**src/csr_cfg.svh**
```systemverilog
// constants for the core special register block
// assumes one 25 MHz clock domain, no bus beyond the core's register port
`ifndef CSR_CFG_SVH
`define CSR_CFG_SVH
`define CSR_ADDR_ACC 8'h05
`define CSR_ADDR_PCL 8'h06
`define CSR_ADDR_TABLE_POINTER 8'h07
`define CSR_ADDR_TABLE_HIGH_BYTE 8'h08
`define CSR_ADDR_BANK 8'h04
`define CSR_ADDR_STAT 8'h0a
`define CSR_ADDR_IND1 8'h02
`define CSR_ADDR_PTR1 8'h03
`define CSR_BIT_WDT 5
`define CSR_BIT_HALT 4
`define CSR_BIT_OV 3
`define CSR_BIT_Z 2
`define CSR_BIT_AC 1
`define CSR_BIT_C 0
`define CSR_BANK_RST 8'h00
`define CSR_DUMMY_CYC 2'h1
`endif

```
**src/csr_pkg.sv**
```systemverilog
// types for the core special register block
// shared by the register block, the cpu model and the bench
package csr_pkg;
  typedef enum logic [3:0] {
    CSR_OP_NONE = 4'h0,
    CSR_OP_ADD = 4'h1,
    CSR_OP_SUB = 4'h2,
    CSR_OP_LOGIC = 4'h3,
    CSR_OP_RLC = 4'h4,
    CSR_OP_RRC = 4'h5,
    CSR_OP_INCDEC = 4'h6
  } csr_op_t;
  typedef enum logic [1:0] {
    CSR_ST_RUN = 2'b01,
    CSR_ST_DUMMY = 2'b10
  } csr_state_t;
endpackage : csr_pkg

```
**src/csr_core_regs.sv**
```systemverilog
// core special registers: bank, acc, pc low, table, status flags
// assumes the decoder drives one instruction per clock on the same clock
`timescale 1ns/1ns
`include "csr_cfg.svh"
// Function
// - bank register keeps bit 0 only, cleared at power-on, upper bits read zero
// - writing pc low replaces low eight pc bits, jump stays in page
// - a pc low write outside the dummy cycle inserts one dummy cycle before continuing; one during it is dropped
// - table pointer gives table read address, changeable like other registers
// - table read puts fetched high byte into table high register
// - alu results land in accumulator; no register to register moves
// - status writes never change watchdog expiry or halt sleep flags
// - watchdog flag set on timeout, cleared by power-up, clear or sleep
// - halt flag set by sleep, cleared by power-up or watchdog clear
// - overflow flag is carry into msb xor carry out of msb
// - zero flag set when result is zero, else cleared
// - half flag is low nibble carry or no nibble borrow
// - carry flag from add carry, sub no-borrow, and rotates through carry
// - status bits 7..6 read zero; system flags zero at power-on
// - status is never saved automatically on interrupt or call
// - direct access always bank 0; bank 1 only through indirect port one
// - resets clear bank except watchdog timeout reset while powered down
module csr_core_regs
  import csr_pkg::*;
#(
  parameter int PC_W = 10
)
(
  input wire logic mclk_in,
  input wire logic srst_in,
  input wire logic por_in,
  input wire logic wdt_rst_in,
  input wire logic wr_en_in,
  input wire logic [7:0] addr_in,
  input wire logic [7:0] wdata_in,
  input wire logic alu_wr_in,
  input wire csr_op_t alu_op_in,
  input wire logic [7:0] alu_a_in,
  input wire logic [7:0] alu_b_in,
  input wire logic inc_in,
  input wire logic dec_in,
  input wire logic tbl_done_in,
  input wire logic [15:0] tbl_word_in,
  input wire logic wdt_clr_in,
  input wire logic halt_in,
  input wire logic wdt_tmo_in,
  input wire logic pc_step_in,
  output logic [7:0] rdata_out,
  output logic [PC_W-1:0] pc_out,
  output logic stall_out,
  output logic [7:0] tbl_addr_out,
  output logic [7:0] tbl_low_out,
  output logic tbl_low_vld_out,
  output logic data_bank_select_bit_out,
  output logic direct_bank_out,
  output logic ind_bank_out
);
  // the page split needs at least one pc bit above the low byte
  if (PC_W < 9 || PC_W > 16)
  begin : g_pc_w_chk
    $error("csr_core_regs: PC_W must be 9..16");
  end

  logic [7:0] acc_r;
  logic [7:0] table_pointer_r;
  logic [7:0] table_high_byte_r;
  logic data_bank_select_bit_r;
  logic [7:0] flags_r;
  logic [PC_W-1:0] pc_r;
  csr_state_t state_r;
  logic halted_r;
  logic [7:0] rdata_r;
  logic [7:0] res_nxt;
  logic c_nxt, ac_nxt, ov_nxt;
  logic def_c, def_ac, def_ov, def_z;
  logic [8:0] sum9;
  logic [4:0] sum5;
  logic [7:0] sum7;
  logic [7:0] bopnd;
  logic cin;

  function automatic logic hit(input logic [7:0] a, input logic [7:0] ref_a);
    hit = wr_en_in && (a == ref_a);
  endfunction : hit

  // add and sub share one adder; sub is a + ~b + 1 so carry means no borrow
  always_comb
  begin
    bopnd = (alu_op_in == CSR_OP_SUB) ? ~alu_b_in : alu_b_in;
    cin = (alu_op_in == CSR_OP_SUB);
    sum9 = {1'b0, alu_a_in} + {1'b0, bopnd} + {8'h00, cin};
    sum5 = {1'b0, alu_a_in[3:0]} + {1'b0, bopnd[3:0]} + {4'h0, cin};
    sum7 = {1'b0, alu_a_in[6:0]} + {1'b0, bopnd[6:0]} + {7'h00, cin};
    res_nxt = alu_b_in;
    c_nxt = flags_r[`CSR_BIT_C];
    ac_nxt = flags_r[`CSR_BIT_AC];
    ov_nxt = flags_r[`CSR_BIT_OV];
    def_c = 1'b0;
    def_ac = 1'b0;
    def_ov = 1'b0;
    def_z = 1'b0;
    case (alu_op_in)
      CSR_OP_ADD, CSR_OP_SUB:
      begin
        res_nxt = sum9[7:0];
        c_nxt = sum9[8];
        ac_nxt = sum5[4];
        ov_nxt = sum7[7] ^ sum9[8];
        def_c = 1'b1;
        def_ac = 1'b1;
        def_ov = 1'b1;
        def_z = 1'b1;
      end
      CSR_OP_LOGIC, CSR_OP_INCDEC:
      begin
        res_nxt = alu_a_in;
        def_z = 1'b1;
      end
      CSR_OP_RLC:
      begin
        res_nxt = {alu_a_in[6:0], flags_r[`CSR_BIT_C]};
        c_nxt = alu_a_in[7];
        def_c = 1'b1;
      end
      CSR_OP_RRC:
      begin
        res_nxt = {flags_r[`CSR_BIT_C], alu_a_in[7:1]};
        c_nxt = alu_a_in[0];
        def_c = 1'b1;
      end
      default:
      begin
        res_nxt = alu_b_in;
      end
    endcase
  end

  // accumulator is the only alu destination; no reg to reg path exists
  always_ff @(posedge mclk_in)
  begin
    if (srst_in)
      acc_r <= 8'h00;
    else if (alu_wr_in && alu_op_in != CSR_OP_NONE)
      acc_r <= res_nxt;
    else if (hit(addr_in, `CSR_ADDR_ACC))
      acc_r <= wdata_in;
  end

  always_ff @(posedge mclk_in)
  begin
    if (srst_in)
      table_pointer_r <= 8'h00;
    else if (hit(addr_in, `CSR_ADDR_TABLE_POINTER))
      table_pointer_r <= wdata_in;
    else if (inc_in && addr_in == `CSR_ADDR_TABLE_POINTER)
      table_pointer_r <= table_pointer_r + 8'h01;
    else if (dec_in && addr_in == `CSR_ADDR_TABLE_POINTER)
      table_pointer_r <= table_pointer_r - 8'h01;
  end

  always_ff @(posedge mclk_in)
  begin
    if (srst_in)
      table_high_byte_r <= 8'h00;
    else if (tbl_done_in)
      table_high_byte_r <= tbl_word_in[15:8];
    else if (hit(addr_in, `CSR_ADDR_TABLE_HIGH_BYTE))
      table_high_byte_r <= wdata_in;
  end

  always_ff @(posedge mclk_in)
  begin
    if (srst_in)
    begin
      tbl_low_out <= 8'h00;
      tbl_low_vld_out <= 1'b0;
    end
    else
    begin
      tbl_low_out <= tbl_word_in[7:0];
      tbl_low_vld_out <= tbl_done_in;
    end
  end

  // halted marks power down so a wdt reset then keeps the bank
  always_ff @(posedge mclk_in)
  begin
    if (srst_in || por_in)
      halted_r <= 1'b0;
    else if (halt_in)
      halted_r <= 1'b1;
    else if (wdt_clr_in || (wdt_rst_in && halted_r))
      halted_r <= 1'b0;
  end

  always_ff @(posedge mclk_in)
  begin
    if (srst_in || por_in)
      data_bank_select_bit_r <= 1'(`CSR_BANK_RST);
    else if (wdt_rst_in && !halted_r)
      data_bank_select_bit_r <= 1'b0;
    else if (hit(addr_in, `CSR_ADDR_BANK))
      data_bank_select_bit_r <= wdata_in[0];
  end

  // status is not stacked on calls; software saves it itself
  always_ff @(posedge mclk_in)
  begin
    if (srst_in || por_in)
      flags_r <= 8'h00;
    else
    begin
      if (wdt_tmo_in)
        flags_r[`CSR_BIT_WDT] <= 1'b1;
      else if (wdt_clr_in || halt_in)
        flags_r[`CSR_BIT_WDT] <= 1'b0;
      if (halt_in)
        flags_r[`CSR_BIT_HALT] <= 1'b1;
      else if (wdt_clr_in)
        flags_r[`CSR_BIT_HALT] <= 1'b0;
      if (alu_wr_in)
      begin
        if (def_c)
          flags_r[`CSR_BIT_C] <= c_nxt;
        if (def_ac)
          flags_r[`CSR_BIT_AC] <= ac_nxt;
        if (def_ov)
          flags_r[`CSR_BIT_OV] <= ov_nxt;
        if (def_z)
          flags_r[`CSR_BIT_Z] <= (res_nxt == 8'h00);
      end
      else if (hit(addr_in, `CSR_ADDR_STAT))
        flags_r[3:0] <= wdata_in[3:0];
    end
  end

  // pc low write costs a dummy cycle while the new fetch is issued
  always_ff @(posedge mclk_in)
  begin
    if (srst_in)
    begin
      pc_r <= '0;
      state_r <= CSR_ST_RUN;
    end
    else
    begin
      case (state_r)
        CSR_ST_RUN:
        begin
          if (hit(addr_in, `CSR_ADDR_PCL))
          begin
            pc_r <= {pc_r[PC_W-1:8], wdata_in};
            state_r <= CSR_ST_DUMMY;
          end
          else if (pc_step_in)
            pc_r <= pc_r + {{(PC_W-1){1'b0}}, 1'b1};
        end
        CSR_ST_DUMMY:
          state_r <= CSR_ST_RUN;
        default:
          state_r <= CSR_ST_RUN;
      endcase
    end
  end

  always_ff @(posedge mclk_in)
  begin
    if (srst_in)
      rdata_r <= 8'h00;
    else
    begin
      case (addr_in)
        `CSR_ADDR_ACC: rdata_r <= acc_r;
        `CSR_ADDR_PCL: rdata_r <= pc_r[7:0];
        `CSR_ADDR_TABLE_POINTER: rdata_r <= table_pointer_r;
        `CSR_ADDR_TABLE_HIGH_BYTE: rdata_r <= table_high_byte_r;
        `CSR_ADDR_BANK: rdata_r <= {7'h00, data_bank_select_bit_r};
        `CSR_ADDR_STAT: rdata_r <= {2'b00, flags_r[5:0]};
        default: rdata_r <= 8'h00;
      endcase
    end
  end

  always_ff @(posedge mclk_in)
  begin
    if (srst_in)
    begin
      direct_bank_out <= 1'b0;
      ind_bank_out <= 1'b0;
    end
    else
    begin
      direct_bank_out <= 1'b0;
      ind_bank_out <= (addr_in == `CSR_ADDR_IND1) && data_bank_select_bit_r;
    end
  end

  assign rdata_out = rdata_r;
  assign pc_out = pc_r;
  assign stall_out = (state_r == CSR_ST_DUMMY);
  assign tbl_addr_out = table_pointer_r;
  assign data_bank_select_bit_out = data_bank_select_bit_r;

  // decodes written out here so every term is a sampled value
  bank_reads_a: assert property (@(posedge mclk_in) disable iff (srst_in)
    addr_in == `CSR_ADDR_BANK
      |=> rdata_out[7:1] == 7'h00 && rdata_out[0] == $past(data_bank_select_bit_r))
    else $error("bank read wrong");
  pcl_jump_a: assert property (@(posedge mclk_in) disable iff (srst_in)
    state_r == CSR_ST_RUN && wr_en_in && addr_in == `CSR_ADDR_PCL
      |=> pc_out[7:0] == $past(wdata_in) && pc_out[PC_W-1:8] == $past(pc_r[PC_W-1:8]))
    else $error("pc low jump wrong");
  dummy_cycle_a: assert property (@(posedge mclk_in) disable iff (srst_in)
    state_r == CSR_ST_RUN && wr_en_in && addr_in == `CSR_ADDR_PCL |=> stall_out ##1 !stall_out)
    else $error("dummy cycle not one");
  tbl_high_a: assert property (@(posedge mclk_in) disable iff (srst_in)
    tbl_done_in |=> table_high_byte_r == $past(tbl_word_in[15:8]))
    else $error("table high not loaded");
  sys_flags_a: assert property (@(posedge mclk_in) disable iff (srst_in || por_in)
    wr_en_in && addr_in == `CSR_ADDR_STAT && !halt_in && !wdt_clr_in && !wdt_tmo_in
      |=> flags_r[5:4] == $past(flags_r[5:4]))
    else $error("system flags written");
  wdt_flag_a: assert property (@(posedge mclk_in) disable iff (srst_in || por_in)
    wdt_tmo_in |=> flags_r[`CSR_BIT_WDT])
    else $error("watchdog flag not set");
  halt_flag_a: assert property (@(posedge mclk_in) disable iff (srst_in || por_in)
    halt_in |=> (flags_r[`CSR_BIT_HALT] && !flags_r[`CSR_BIT_WDT]) || $past(wdt_tmo_in))
    else $error("halt flag wrong");
  add_flags_a: assert property (@(posedge mclk_in) disable iff (srst_in || por_in)
    alu_wr_in && alu_op_in == CSR_OP_ADD |=> flags_r[`CSR_BIT_C] == $past(sum9[8])
      && flags_r[`CSR_BIT_Z] == ($past(sum9[7:0]) == 8'h00))
    else $error("add flags wrong");
  sub_borrow_a: assert property (@(posedge mclk_in) disable iff (srst_in || por_in)
    alu_wr_in && alu_op_in == CSR_OP_SUB
      |=> flags_r[`CSR_BIT_C] == ($past(alu_a_in) >= $past(alu_b_in))
      && flags_r[`CSR_BIT_AC] == ($past(alu_a_in[3:0]) >= $past(alu_b_in[3:0])))
    else $error("sub borrow flags wrong");
  logic_zero_a: assert property (@(posedge mclk_in) disable iff (srst_in || por_in)
    alu_wr_in && alu_op_in == CSR_OP_LOGIC
      |=> flags_r[`CSR_BIT_Z] == ($past(alu_a_in) == 8'h00) && $stable(flags_r[`CSR_BIT_C]))
    else $error("logic zero flag wrong");
  bank_hold_a: assert property (@(posedge mclk_in) disable iff (srst_in || por_in)
    wdt_rst_in && halted_r && !wr_en_in |=> $stable(data_bank_select_bit_r))
    else $error("bank lost in power down");
  pcl_cov_c: cover property (@(posedge mclk_in) wr_en_in && addr_in == `CSR_ADDR_PCL ##2 !stall_out);
  tbl_cov_c: cover property (@(posedge mclk_in) tbl_done_in ##1 tbl_low_vld_out);
  sub_cov_c: cover property (@(posedge mclk_in) alu_wr_in && alu_op_in == CSR_OP_SUB);
  halt_cov_c: cover property (@(posedge mclk_in) halt_in ##[1:20] wdt_rst_in);
endmodule : csr_core_regs

```
**config.mk**
```make
export PLATFORM = sky130hd
export DESIGN_NAME = csr_core_regs
export DESIGN_NICKNAME = d
export VERILOG_FILES = /design/src/csr_pkg.sv /design/src/csr_core_regs.sv
export VERILOG_INCLUDE_DIRS = /design/src
export SDC_FILE = /design/constraint.sdc
export NUM_CORES = 1
export LEC_CHECK = 0
export BUFFER_PORTS_ARGS = -buffer_cell sky130_fd_sc_hd__buf_4
export CORE_ASPECT_RATIO = 1.1
export CORE_MARGIN = 2
export CORE_UTILIZATION = 44
export DETAILED_ROUTE_END_ITERATION = 6
export PLACE_DENSITY = 0.73
export SLEW_MARGIN = 20
export SYNTH_ARGS = -nofsm -noshare
export SYNTH_HDL_FRONTEND = slang
export SYNTH_SLANG_ARGS = --single-unit
export TNS_END_PERCENT = 100
```
**constraint.sdc**
```tcl
create_clock -name mclk_in -period 4.1 [get_ports mclk_in]
set_input_delay 0.41 -clock mclk_in [delete_from_list [all_inputs] [get_ports mclk_in]]
set_output_delay 0.41 -clock mclk_in [all_outputs]
set_load 0.005 [all_outputs]
```
; ---- Word-level counts from Yosys, hierarchy flattened
; Index checks and enable logic that the tools add are counted.
[op_classes]
add_sub_neg = 9
mux = 30
n_bitwise = 4
n_reduce_logical = 37
n_eq_ne = 20
[op_table]
columns = operator, n
row1 = 8-bit two-way mux, 10
row2 = 8-bit case mux with 6 select lines, 1
row3 = "8-bit by 3-bit equality test with 1-bit output, second input constant", 4
row4 = 8-bit case mux with 4 select lines, 1
row5 = "8-bit by 4-bit equality test with 1-bit output, second input constant", 2
row6 = 1-bit two-way mux, 15
row7 = 2-bit nonzero test, 7
row8 = "4-bit by 3-bit equality test with 1-bit output, second input constant", 3
row9 = 1-bit logical AND, 12
row10 = "10-bit by 1-bit adder with 10-bit output, second input constant", 1
row11 = 8-bit by 8-bit adder with 9-bit output, 1
row12 = 9-bit by 1-bit adder with 9-bit output, 1
row13 = 3-bit AND reduction, 3
row14 = 7-bit by 7-bit adder with 8-bit output, 1
row15 = 8-bit by 1-bit adder with 8-bit output, 1
row16 = "8-bit by 1-bit adder with 8-bit output, second input constant", 1
row17 = "4-bit by 2-bit equality test with 1-bit output, second input constant", 2
row18 = "8-bit by 2-bit equality test with 1-bit output, second input constant", 1
row19 = 8-bit zero test, 1
row20 = 4-bit two-way mux, 2
row21 = "2-bit by 1-bit inequality test with 1-bit output, second input constant", 4
row22 = 8-bit NOT, 1
row23 = 2-bit OR reduction, 4
row24 = 4-bit OR reduction, 2
row25 = other kinds (15), 19
[word_totals]
out_inout_bits = 39
in_bits = 65
word_cells = 117
regBits = 62

; ---- Logic depth before layout (Yosys ltp)
; Gate-level depths: netlist of the first run.
[depth]
word_depth = 8
ltp_mapped = 13
ltp_nobuf = 12

; ---- Worst setup path after synthesis of the first run
; OpenSTA, ideal clock, no wires.
[synth_path]
path_type = input to register
start = input addr_in[5]
end = register table_pointer_r[5], in the netlist tbl_addr_out[5]
setup_time_ps = 70
n_path_buf = 1
slack_ps = 978
t_arrival_ps = 3052
required_ps = 4030
cell_stages = 13
cell_sequence = or4_4 -> buf_6 -> nor2_4 -> and3_2 -> nand2_1 -> ha_1 -> a21o_1 -> a21oi_1 -> o21bai_1 -> a21oi_1 -> xor2_1 -> a221o_1 -> a21oi_1
[synth_between]
elab_chain_len = 4
elab_cells_between_ends = 7
classes_between = 1 x eq/ne / 2 x mux / 4 x reduce/logical
[synth_rtl]
columns = element, line_no
row1 = from (decl), csr_core_regs.sv:34  ; input wire logic [7:0] addr_in,
row2 = 8-bit by 3-bit equality test with 1-bit output *, csr_core_regs.sv:83  ; hit = wr_en_in && (a == ref_a);
row3 = 1-bit logical AND (no line), -
row4 = 8-bit two-way mux, csr_core_regs.sv:155  ; else if (inc_in && addr_in == `CSR_ADDR_TABLE_POINTER)
row5 = 8-bit two-way mux, csr_core_regs.sv:153  ; else if (hit(addr_in, `CSR_ADDR_TABLE_POINTER))
row6 = to (signal assigned), csr_core_regs.sv:154  ; table_pointer_r <= wdata_in;
row7 = to (signal assigned), csr_core_regs.sv:156  ; table_pointer_r <= table_pointer_r + 8'h01;
row8 = to (signal assigned), csr_core_regs.sv:158  ; table_pointer_r <= table_pointer_r - 8'h01;
row9 = to (decl), csr_core_regs.sv:65  ; logic [7:0] table_pointer_r;
; Mark *: on every way between the ends. The rest lies on a longest branch, timed or not.
; A chain may end at the register's enable or synchronous reset.

; ---- Worst setup path in the final report of the first run
; Same ends and word-level chain as after synthesis.

==> flow_summary_export.csv, run 1 <==
group,metric,value,unit
status,status,"complete, no violations",
sta,hold_viol_final,0,
logic_synthesis,synth_edf_count,0,
grt,antenna_found_initial,0,
detailed_routing,vias,4284,
cts,cts_made_buffers,9,
floorplanning,die_h,107,microns
cts,clockRootBuffer,"clkbuf_8",
final_layout,drive_above_1_share,25.5,%
pwr,finalPower,1520,uW
setup_path,crit_required,4380,ps
pwr,leakagePower,0.00223,uW
sta,worst_pin_slew,727,ps
cts,tritoncts,"yes",
floorplanning,die_w,98.0,microns
grt,gr-total-overflow,0,
logic_synthesis,ys_ff_latch,62,
setup_path,crit_top_cell,"a21oi_1",
sta,slew_headroom,51.6,%
setup_path,crit_chain,"buf_4, or4_4, nor2_4, and3_2, nand2_1, ha_1, a21o_1, a21oi_1, o21bai_1, a21oi_1, xor2_1, a221o_1, a21oi_1",
floorplanning,core_region_area,9400,sq um
logic_synthesis,yosys_warnings,0,
logic_synthesis,synth_compound_area_share,25.2,%
detailed_routing,wire_per_inst,16.9,microns
grt,grt_pass1_wl,19.7,mm
logic_synthesis,synth_ff_type,"dfxtp_1",
final_layout,antennaDiodeCount,0,
place,io_buffers,102,
place,gp_congestion,0.894,
pwr,p_per_area,290,nW/um^2
detailed_routing,ant_nets,0,
grt,grt_pass1_vias,3959,
floorplanning,fp-row-count,37,
logic_synthesis,synth.avg_cell_area,8.17,sq um
setup_path,worst_path_largest_cell_delay,630,ps
grt,grt_max_degree,51,
logic_synthesis,synth_fp_nets,604,
cts,htreeDepth,3,
setup_path,criticalPathCategory,"input port to register",
pwr,irDropWorstVdd,0.182,mV
place,place_hpwl,9.14,mm
logic_synthesis,synthSimpleGateAreaFrac,24.6,%
grt,grt_usage,23.2,%
floorplanning,ios,104,
logic_synthesis,netlist_area,4280,sq um
detailed_routing,finalWirelength,12.3,mm
detailed_routing,viasPerCell,5.88,
logic_synthesis,syn_inst,523,
final_layout,final_nets,689,
cts,clk_latency,350,ps
cts,cts.repair.resized,0,
sta,rsz0062_at_grt,"no",
logic_synthesis,synth_top_family_by_area,"compound AO/OA/AOI/OAI gates",
sta,period_share,75.4,%
detailed_routing,firstDrtPassIters,5,
cts,cts.sinks,62,
cts,clockBufferDepth,2,
floorplanning,initial_utilization,45.5,%
detailed_routing,drc,0,
min_path,min_path_type,"input port to register",
floorplanning,die-area,10500,sq um
logic_synthesis,async_flop_share,0,%
sta,max_freq,323,MHz
sta,fin_crit,3090,ps
final_layout,fill_cells,892,
final_layout,final_core_util,55.6,%
cts,post_cts.repair.setup_buffers,0,
setup_path,rrSetupSlack,2020,ps
logic_synthesis,yosysUniqueCellTypes,68,
final_layout,area_growth,22.2,%
logic_synthesis,ys_seq_area_share,29.0,%
cts,clk_pin_slew,70,ps
setup_path,crit_path_end_kind,"register",
sta,final-setup-viol-count,0,
setup_path,crit_slowest_cell,"or4_4",
job,maxCapViolCount,0,
logic_synthesis,muxShareOfSynthArea,4.57,%
setup_path,crit_arrival,3380,ps
sta,fin_skew,6.18,ps
setup_path,start_kind,"input port",
cts,cts_hold_repair.buffers,0,
logic_synthesis,yosys.area_share.adder,5.03,%
setup_path,cp_max_fo,8,
logic_synthesis,synthXorXnorAreaFrac,5.12,%
detailed_routing,first_iter_violations,246,
sta,drv_slew,0,
sta,fin_setup_tns,0,ps
==> placed cells by master, fill, tap and decap left out, types with 3 or more instances in the layout <==
cell / netlist / layout
nand3_1: 19 / 19
a221oi_1: 7 / 7
a22o_1: 9 / 9
clkbuf_8: 4 / 9
a211oi_1: 14 / 14
dfxtp_1: 62 / 62
inv_1: 16 / 16
o21ai_0: 17 / 17
xor2_1: 15 / 15
o21bai_1: 4 / 4
and3_1: 6 / 6
a32oi_1: 3 / 3
nor3_1: 8 / 8
buf_4: 4 / 107
or3_1: 3 / 3
nor2b_1: 19 / 19
or2_2: 3 / 3
nor2_1: 59 / 59
nor4_1: 3 / 3
a311oi_1: 4 / 4
a21oi_1: 72 / 72
ha_1: 14 / 14
nand2_1: 34 / 34
a22oi_1: 9 / 9
o221ai_1: 3 / 3
a21o_1: 7 / 7
mux2i_1: 6 / 6
nor3b_1: 7 / 7
xnor2_1: 10 / 10
mux2_2: 10 / 10
==> layout make-up <==
type                    instances  area, sq um  share of cell area (%)
well taps                     117          146                    2.80
flip-flops and latches         62         1240                    23.8
multi-input cells             412         2770                    53.0
inverters                      16         60.1                    1.15
repair buffers                107          803                    15.4
clock buffers                  11          131                    2.52
clock inverters                 4         72.6                    1.39
==> Yosys cell counts (4+ instances only) <==
| master | instances | area (sq um) |
|---|---|---|
| ha_1 | 14 | 175 |
| a221oi_1 | 7 | 61.3 |
| mux2i_1 | 6 | 60.1 |
| nand2_1 | 34 | 128 |
| nor3_1 | 8 | 40.0 |
| xnor2_1 | 10 | 87.6 |
| a22o_1 | 9 | 78.8 |
| dfxtp_1 | 62 | 1240 |
| buf_4 | 4 | 30.0 |
| nor3b_1 | 7 | 52.6 |
| clkbuf_8 | 4 | 55.1 |
| a21o_1 | 7 | 52.6 |
| nor2_1 | 59 | 221 |
| mux2_2 | 10 | 113 |
| xor2_1 | 15 | 131 |
| inv_1 | 16 | 60.1 |
| clkbuf_1 | 16 | 60.1 |
| o21ai_0 | 17 | 85.1 |
| nand3_1 | 19 | 95.1 |
| a21oi_1 | 72 | 360 |
| a22oi_1 | 9 | 67.6 |
| nor2b_1 | 19 | 119 |
| o21bai_1 | 4 | 30.0 |
| buf_6 | 4 | 45.0 |
| a311oi_1 | 4 | 35.0 |
| a211oi_1 | 14 | 105 |
| and3_1 | 6 | 37.5 |
| buf_2 | 5 | 25.0 |
==> routing by layer <==
metal | GRT usage [%] | vias to the layer above | part of all wire (%)
li1 | - | 2067 | -
met1 | 28.4 | 2016 | 42
met2 | 39.6 | 171 | 48
met3 | 4.09 | 30 | 6.2
met4 | 10.7 | 0 | 3.7
met5 | 0 | - | 0
==> critical path: cells and delay by family <==
family,cells,cell delay [ps]
xor+xnor,1,100
fa+ha+maj,1,340
simple gates,4,1240
buf+inv,1,110
compound gates,6,1180
==> logic make-up after synthesis <==
logic type | Yosys count
muxes | 17
AOI/OAI and AO/OA | 164
other | 1
adders and majority gates | 16
xor gates and xnor gates | 25
and+or+nand+nor | 189
DFF | 62
buffers and inverters | 49
==> metrics by stage <==
step                hold slack (ps)  area [sq um]  cells  worst slack (ps)
floorplan                       432          4280    523               978
global route                    264          5220    729               873
finish                          264          5220    729              1010
global placement                452          5010    714               751
CTS                             260          5210    729              1020
detailed placement              457          5010    714               690
==> sequential cells by signal, indices dropped and copies added (netlist names) <==
name                      count
acc_r                         8
data_bank_select_bit_out      1
flags_r                       6
halted_r                      1
ind_bank_out                  1
pc_out                       10
rdata_out                     8
state_r                       2
table_high_byte_r             8
tbl_addr_out                  8
tbl_low_out                   8
tbl_low_vld_out               1
==> worst paths after layout <==
check,endpoint,from,cells past startpoint
max,tbl_addr_out[5]$_SDFFE_PP0P_,addr_in[5],13
max reg2reg,tbl_addr_out[6]$_SDFFE_PP0P_,tbl_addr_out[0]$_SDFFE_PP0P_,8
min reg2reg,rdata_out[1]$_SDFF_PP0_,table_high_byte_r[1]$_SDFFE_PP0P_,2
min,flags_r[5]$_SDFFE_PP0P_,wdt_tmo_in,3
==> report_power, final <==
| part | leakage (uW) | switching, uW | total [uW] | internal (uW) |
|---|---|---|---|---|
| logic | 0.00162 | 167 | 308 | 141 |
| registers | 0.000507 | 12.3 | 635 | 622 |
| clock network | 0.0000994 | 235 | 573 | 338 |
Note: power is estimated with default switching activity, not from simulation.
==> inputs of run 2 (changes only) <==
==> constraint.sdc (replaced) <==
create_clock -name mclk_in -period 2.93 [get_ports mclk_in]
set_input_delay 0.293 -clock mclk_in [delete_from_list [all_inputs] [get_ports mclk_in]]
set_output_delay 0.293 -clock mclk_in [all_outputs]
set_load 0.005 [all_outputs]
==> flow_summary_export.csv, run 2 (synthesized netlist as in run 1, its figures left out) <==
group,metric,value,unit
final_layout,layout_commonest_cell,"buf_4",
grt,gr-total-overflow,0,
setup_path,cp_max_fo,4,
min_path,min_path_type,"input port to register",
grt,antenna_found_initial,0,
cts,htreeDepth,3,
floorplanning,die_w,98.0,microns
pwr,finalPower,2350,uW
pwr,sw_frac_of_total,25.8,%
setup_path,start_kind,"input port",
place,gp_congestion,0.909,
setup_path,crit_arrival,2950,ps
final_layout,largest_reg_flops,10,
grt,grt_usage,23.2,%
detailed_routing,vias,4307,
sta,drv_slew,0,
grt,grt_max_degree,51,
final_layout,fill_cells,860,
sta,worst_pin_slew,1100,ps
detailed_routing,wire_per_inst,16.6,microns
detailed_routing,drc,0,
floorplanning,ios,104,
final_layout,antennaDiodeCount,0,
setup_path,crit_required,3220,ps
cts,cts.repair.resized,0,
detailed_routing,ant_nets,0,
grt,grt_pass1_vias,4111,
pwr,leakagePower,0.00234,uW
sta,slew_headroom,26.0,%
grt,grt_pass1_wl,19.8,mm
place,io_buffers,102,
final_layout,final_nets,705,
pwr,combPwrFrac,19.3,%
cts,clockBufferDepth,2,
final_layout,drive_above_1_share,28.0,%
floorplanning,die_h,107,microns
sta,fin_crit,2660,ps
sta,max_freq,376,MHz
cts,cts.sinks,62,
cts,clockRootBuffer,"clkbuf_8",
detailed_routing,viasPerCell,5.77,
final_layout,layout_common_cells,"buf_4 (123), a21oi_1 (72), dfxtp_1 (62), nor2_1 (59), nand2_1 (33)",
cts,clk_pin_slew,80,ps
pwr,p_per_area,434,nW/um^2
sta,final-setup-viol-count,0,
cts,cts_hold_repair.buffers,0,
cts,clk_latency,340,ps
cts,cts_made_buffers,9,
pwr,irDropWorstVdd,0.192,mV
detailed_routing,finalWirelength,12.4,mm
pwr,p_clk_share,42.9,%
pwr,power.switching,604,uW
floorplanning,die-area,10500,sq um
place,place_hpwl,9.48,mm
pwr,intPower,1740,uW
floorplanning,initial_utilization,45.5,%
sta,hold_viol_final,0,
detailed_routing,firstDrtPassIters,5,
sta,period_share,90.9,%
detailed_routing,first_iter_violations,233,
setup_path,criticalPathCategory,"input port to register",
job,maxCapViolCount,0,
status,status,"complete, no violations",
sta,whs,153,ps
pwr,seqPwrFrac,37.8,%
sta,rsz0062_at_grt,"no",
final_layout,area_growth,26.4,%
setup_path,crit_path_end_kind,"register",
floorplanning,fp-row-count,37,
sta,fin_skew,9.08,ps
cts,tritoncts,"yes",
floorplanning,core_region_area,9400,sq um
cts,post_cts.repair.setup_buffers,0,
-- run 2: changes by cell type in the layout (fill, tap and decap cells not counted) --
cell,before,now
buf_4,107,123
bufinv_16,2,4
clkbuf_1,2,0
clkinv_2,1,0
clkinv_4,0,3
clkinvlp_4,1,0
nand2_1,34,33
nand2_2,0,1
o31ai_2,0,1
o31ai_4,1,0
-- run 2: cell type report --
type | instances | area [sq um] | share of cell area, %
repair buffers | 123 | 923 | 17.1
multi-input cells | 412 | 2760 | 51.1
well taps | 117 | 146 | 2.71
clock inverters | 7 | 146 | 2.71
inverters | 16 | 60.1 | 1.11
flip-flops and latches | 62 | 1240 | 23.0
clock buffers | 9 | 124 | 2.29
-- run 2: final timing paths --
kind                                     startpoint  slack [ps]  cells after the start                           end
setup / recovery                         addr_in[5]         270                     13  tbl_addr_out[6]$_SDFFE_PP0P_
hold / removal                       tbl_word_in[0]         150                      2     tbl_low_out[0]$_SDFF_PP0_
setup reg to reg       tbl_addr_out[0]$_SDFFE_PP0P_         840                      8  tbl_addr_out[6]$_SDFFE_PP0P_
hold reg to reg   table_high_byte_r[1]$_SDFFE_PP0P_         470                      2       rdata_out[1]$_SDFF_PP0_
-- run 2: worst max-delay path, cell delays in order --
cell and delay (ps):
buf_4 110, or4_4 560, nor2_4 130, and3_2 210, nand2_2 90, fa_1 410
a21o_1 200, a21oi_1 180, o21ai_0 140, xnor2_1 140, a221oi_1 300, a21oi_1 70
nor2_1 110
-- run 2: routing by layer --
| layer | vias to the layer above | GRT usage, % | wire (microns) |
|---|---|---|---|
| met5 | - | 0 | 0 |
| met4 | 0 | 11.6 | 478 |
| met3 | 36 | 3.90 | 810 |
| met2 | 186 | 40.4 | 6010 |
| met1 | 1989 | 27.5 | 5100 |
| li1 | 2096 | - | - |
-- run 2: power groups by stage --
stage | Sequential [uW] | Clock, uW | Combinational [uW]
after floorplan | 903 | 0 | 267
after global placement | 905 | 0 | 437
after detailed placement | 906 | 0 | 446
after CTS | 887 | 1020 | 448
after global routing | 890 | 1060 | 492
final | 887 | 1010 | 452
-- run 2: stage by stage --
stage                     std cells  worst slack, ps  utilization (%)  cell area, sq um  setup TNS (ps)
after floorplan                 523             2.85                -              4280               0
after global placement          730             14.8             54.6              5130               0
after detailed placement        730            -74.1             54.6              5130            -147
after CTS                       746              277             57.5              5400               0
after global routing            746             48.0             57.5              5400               0
final                           746              267             57.5              5400               0
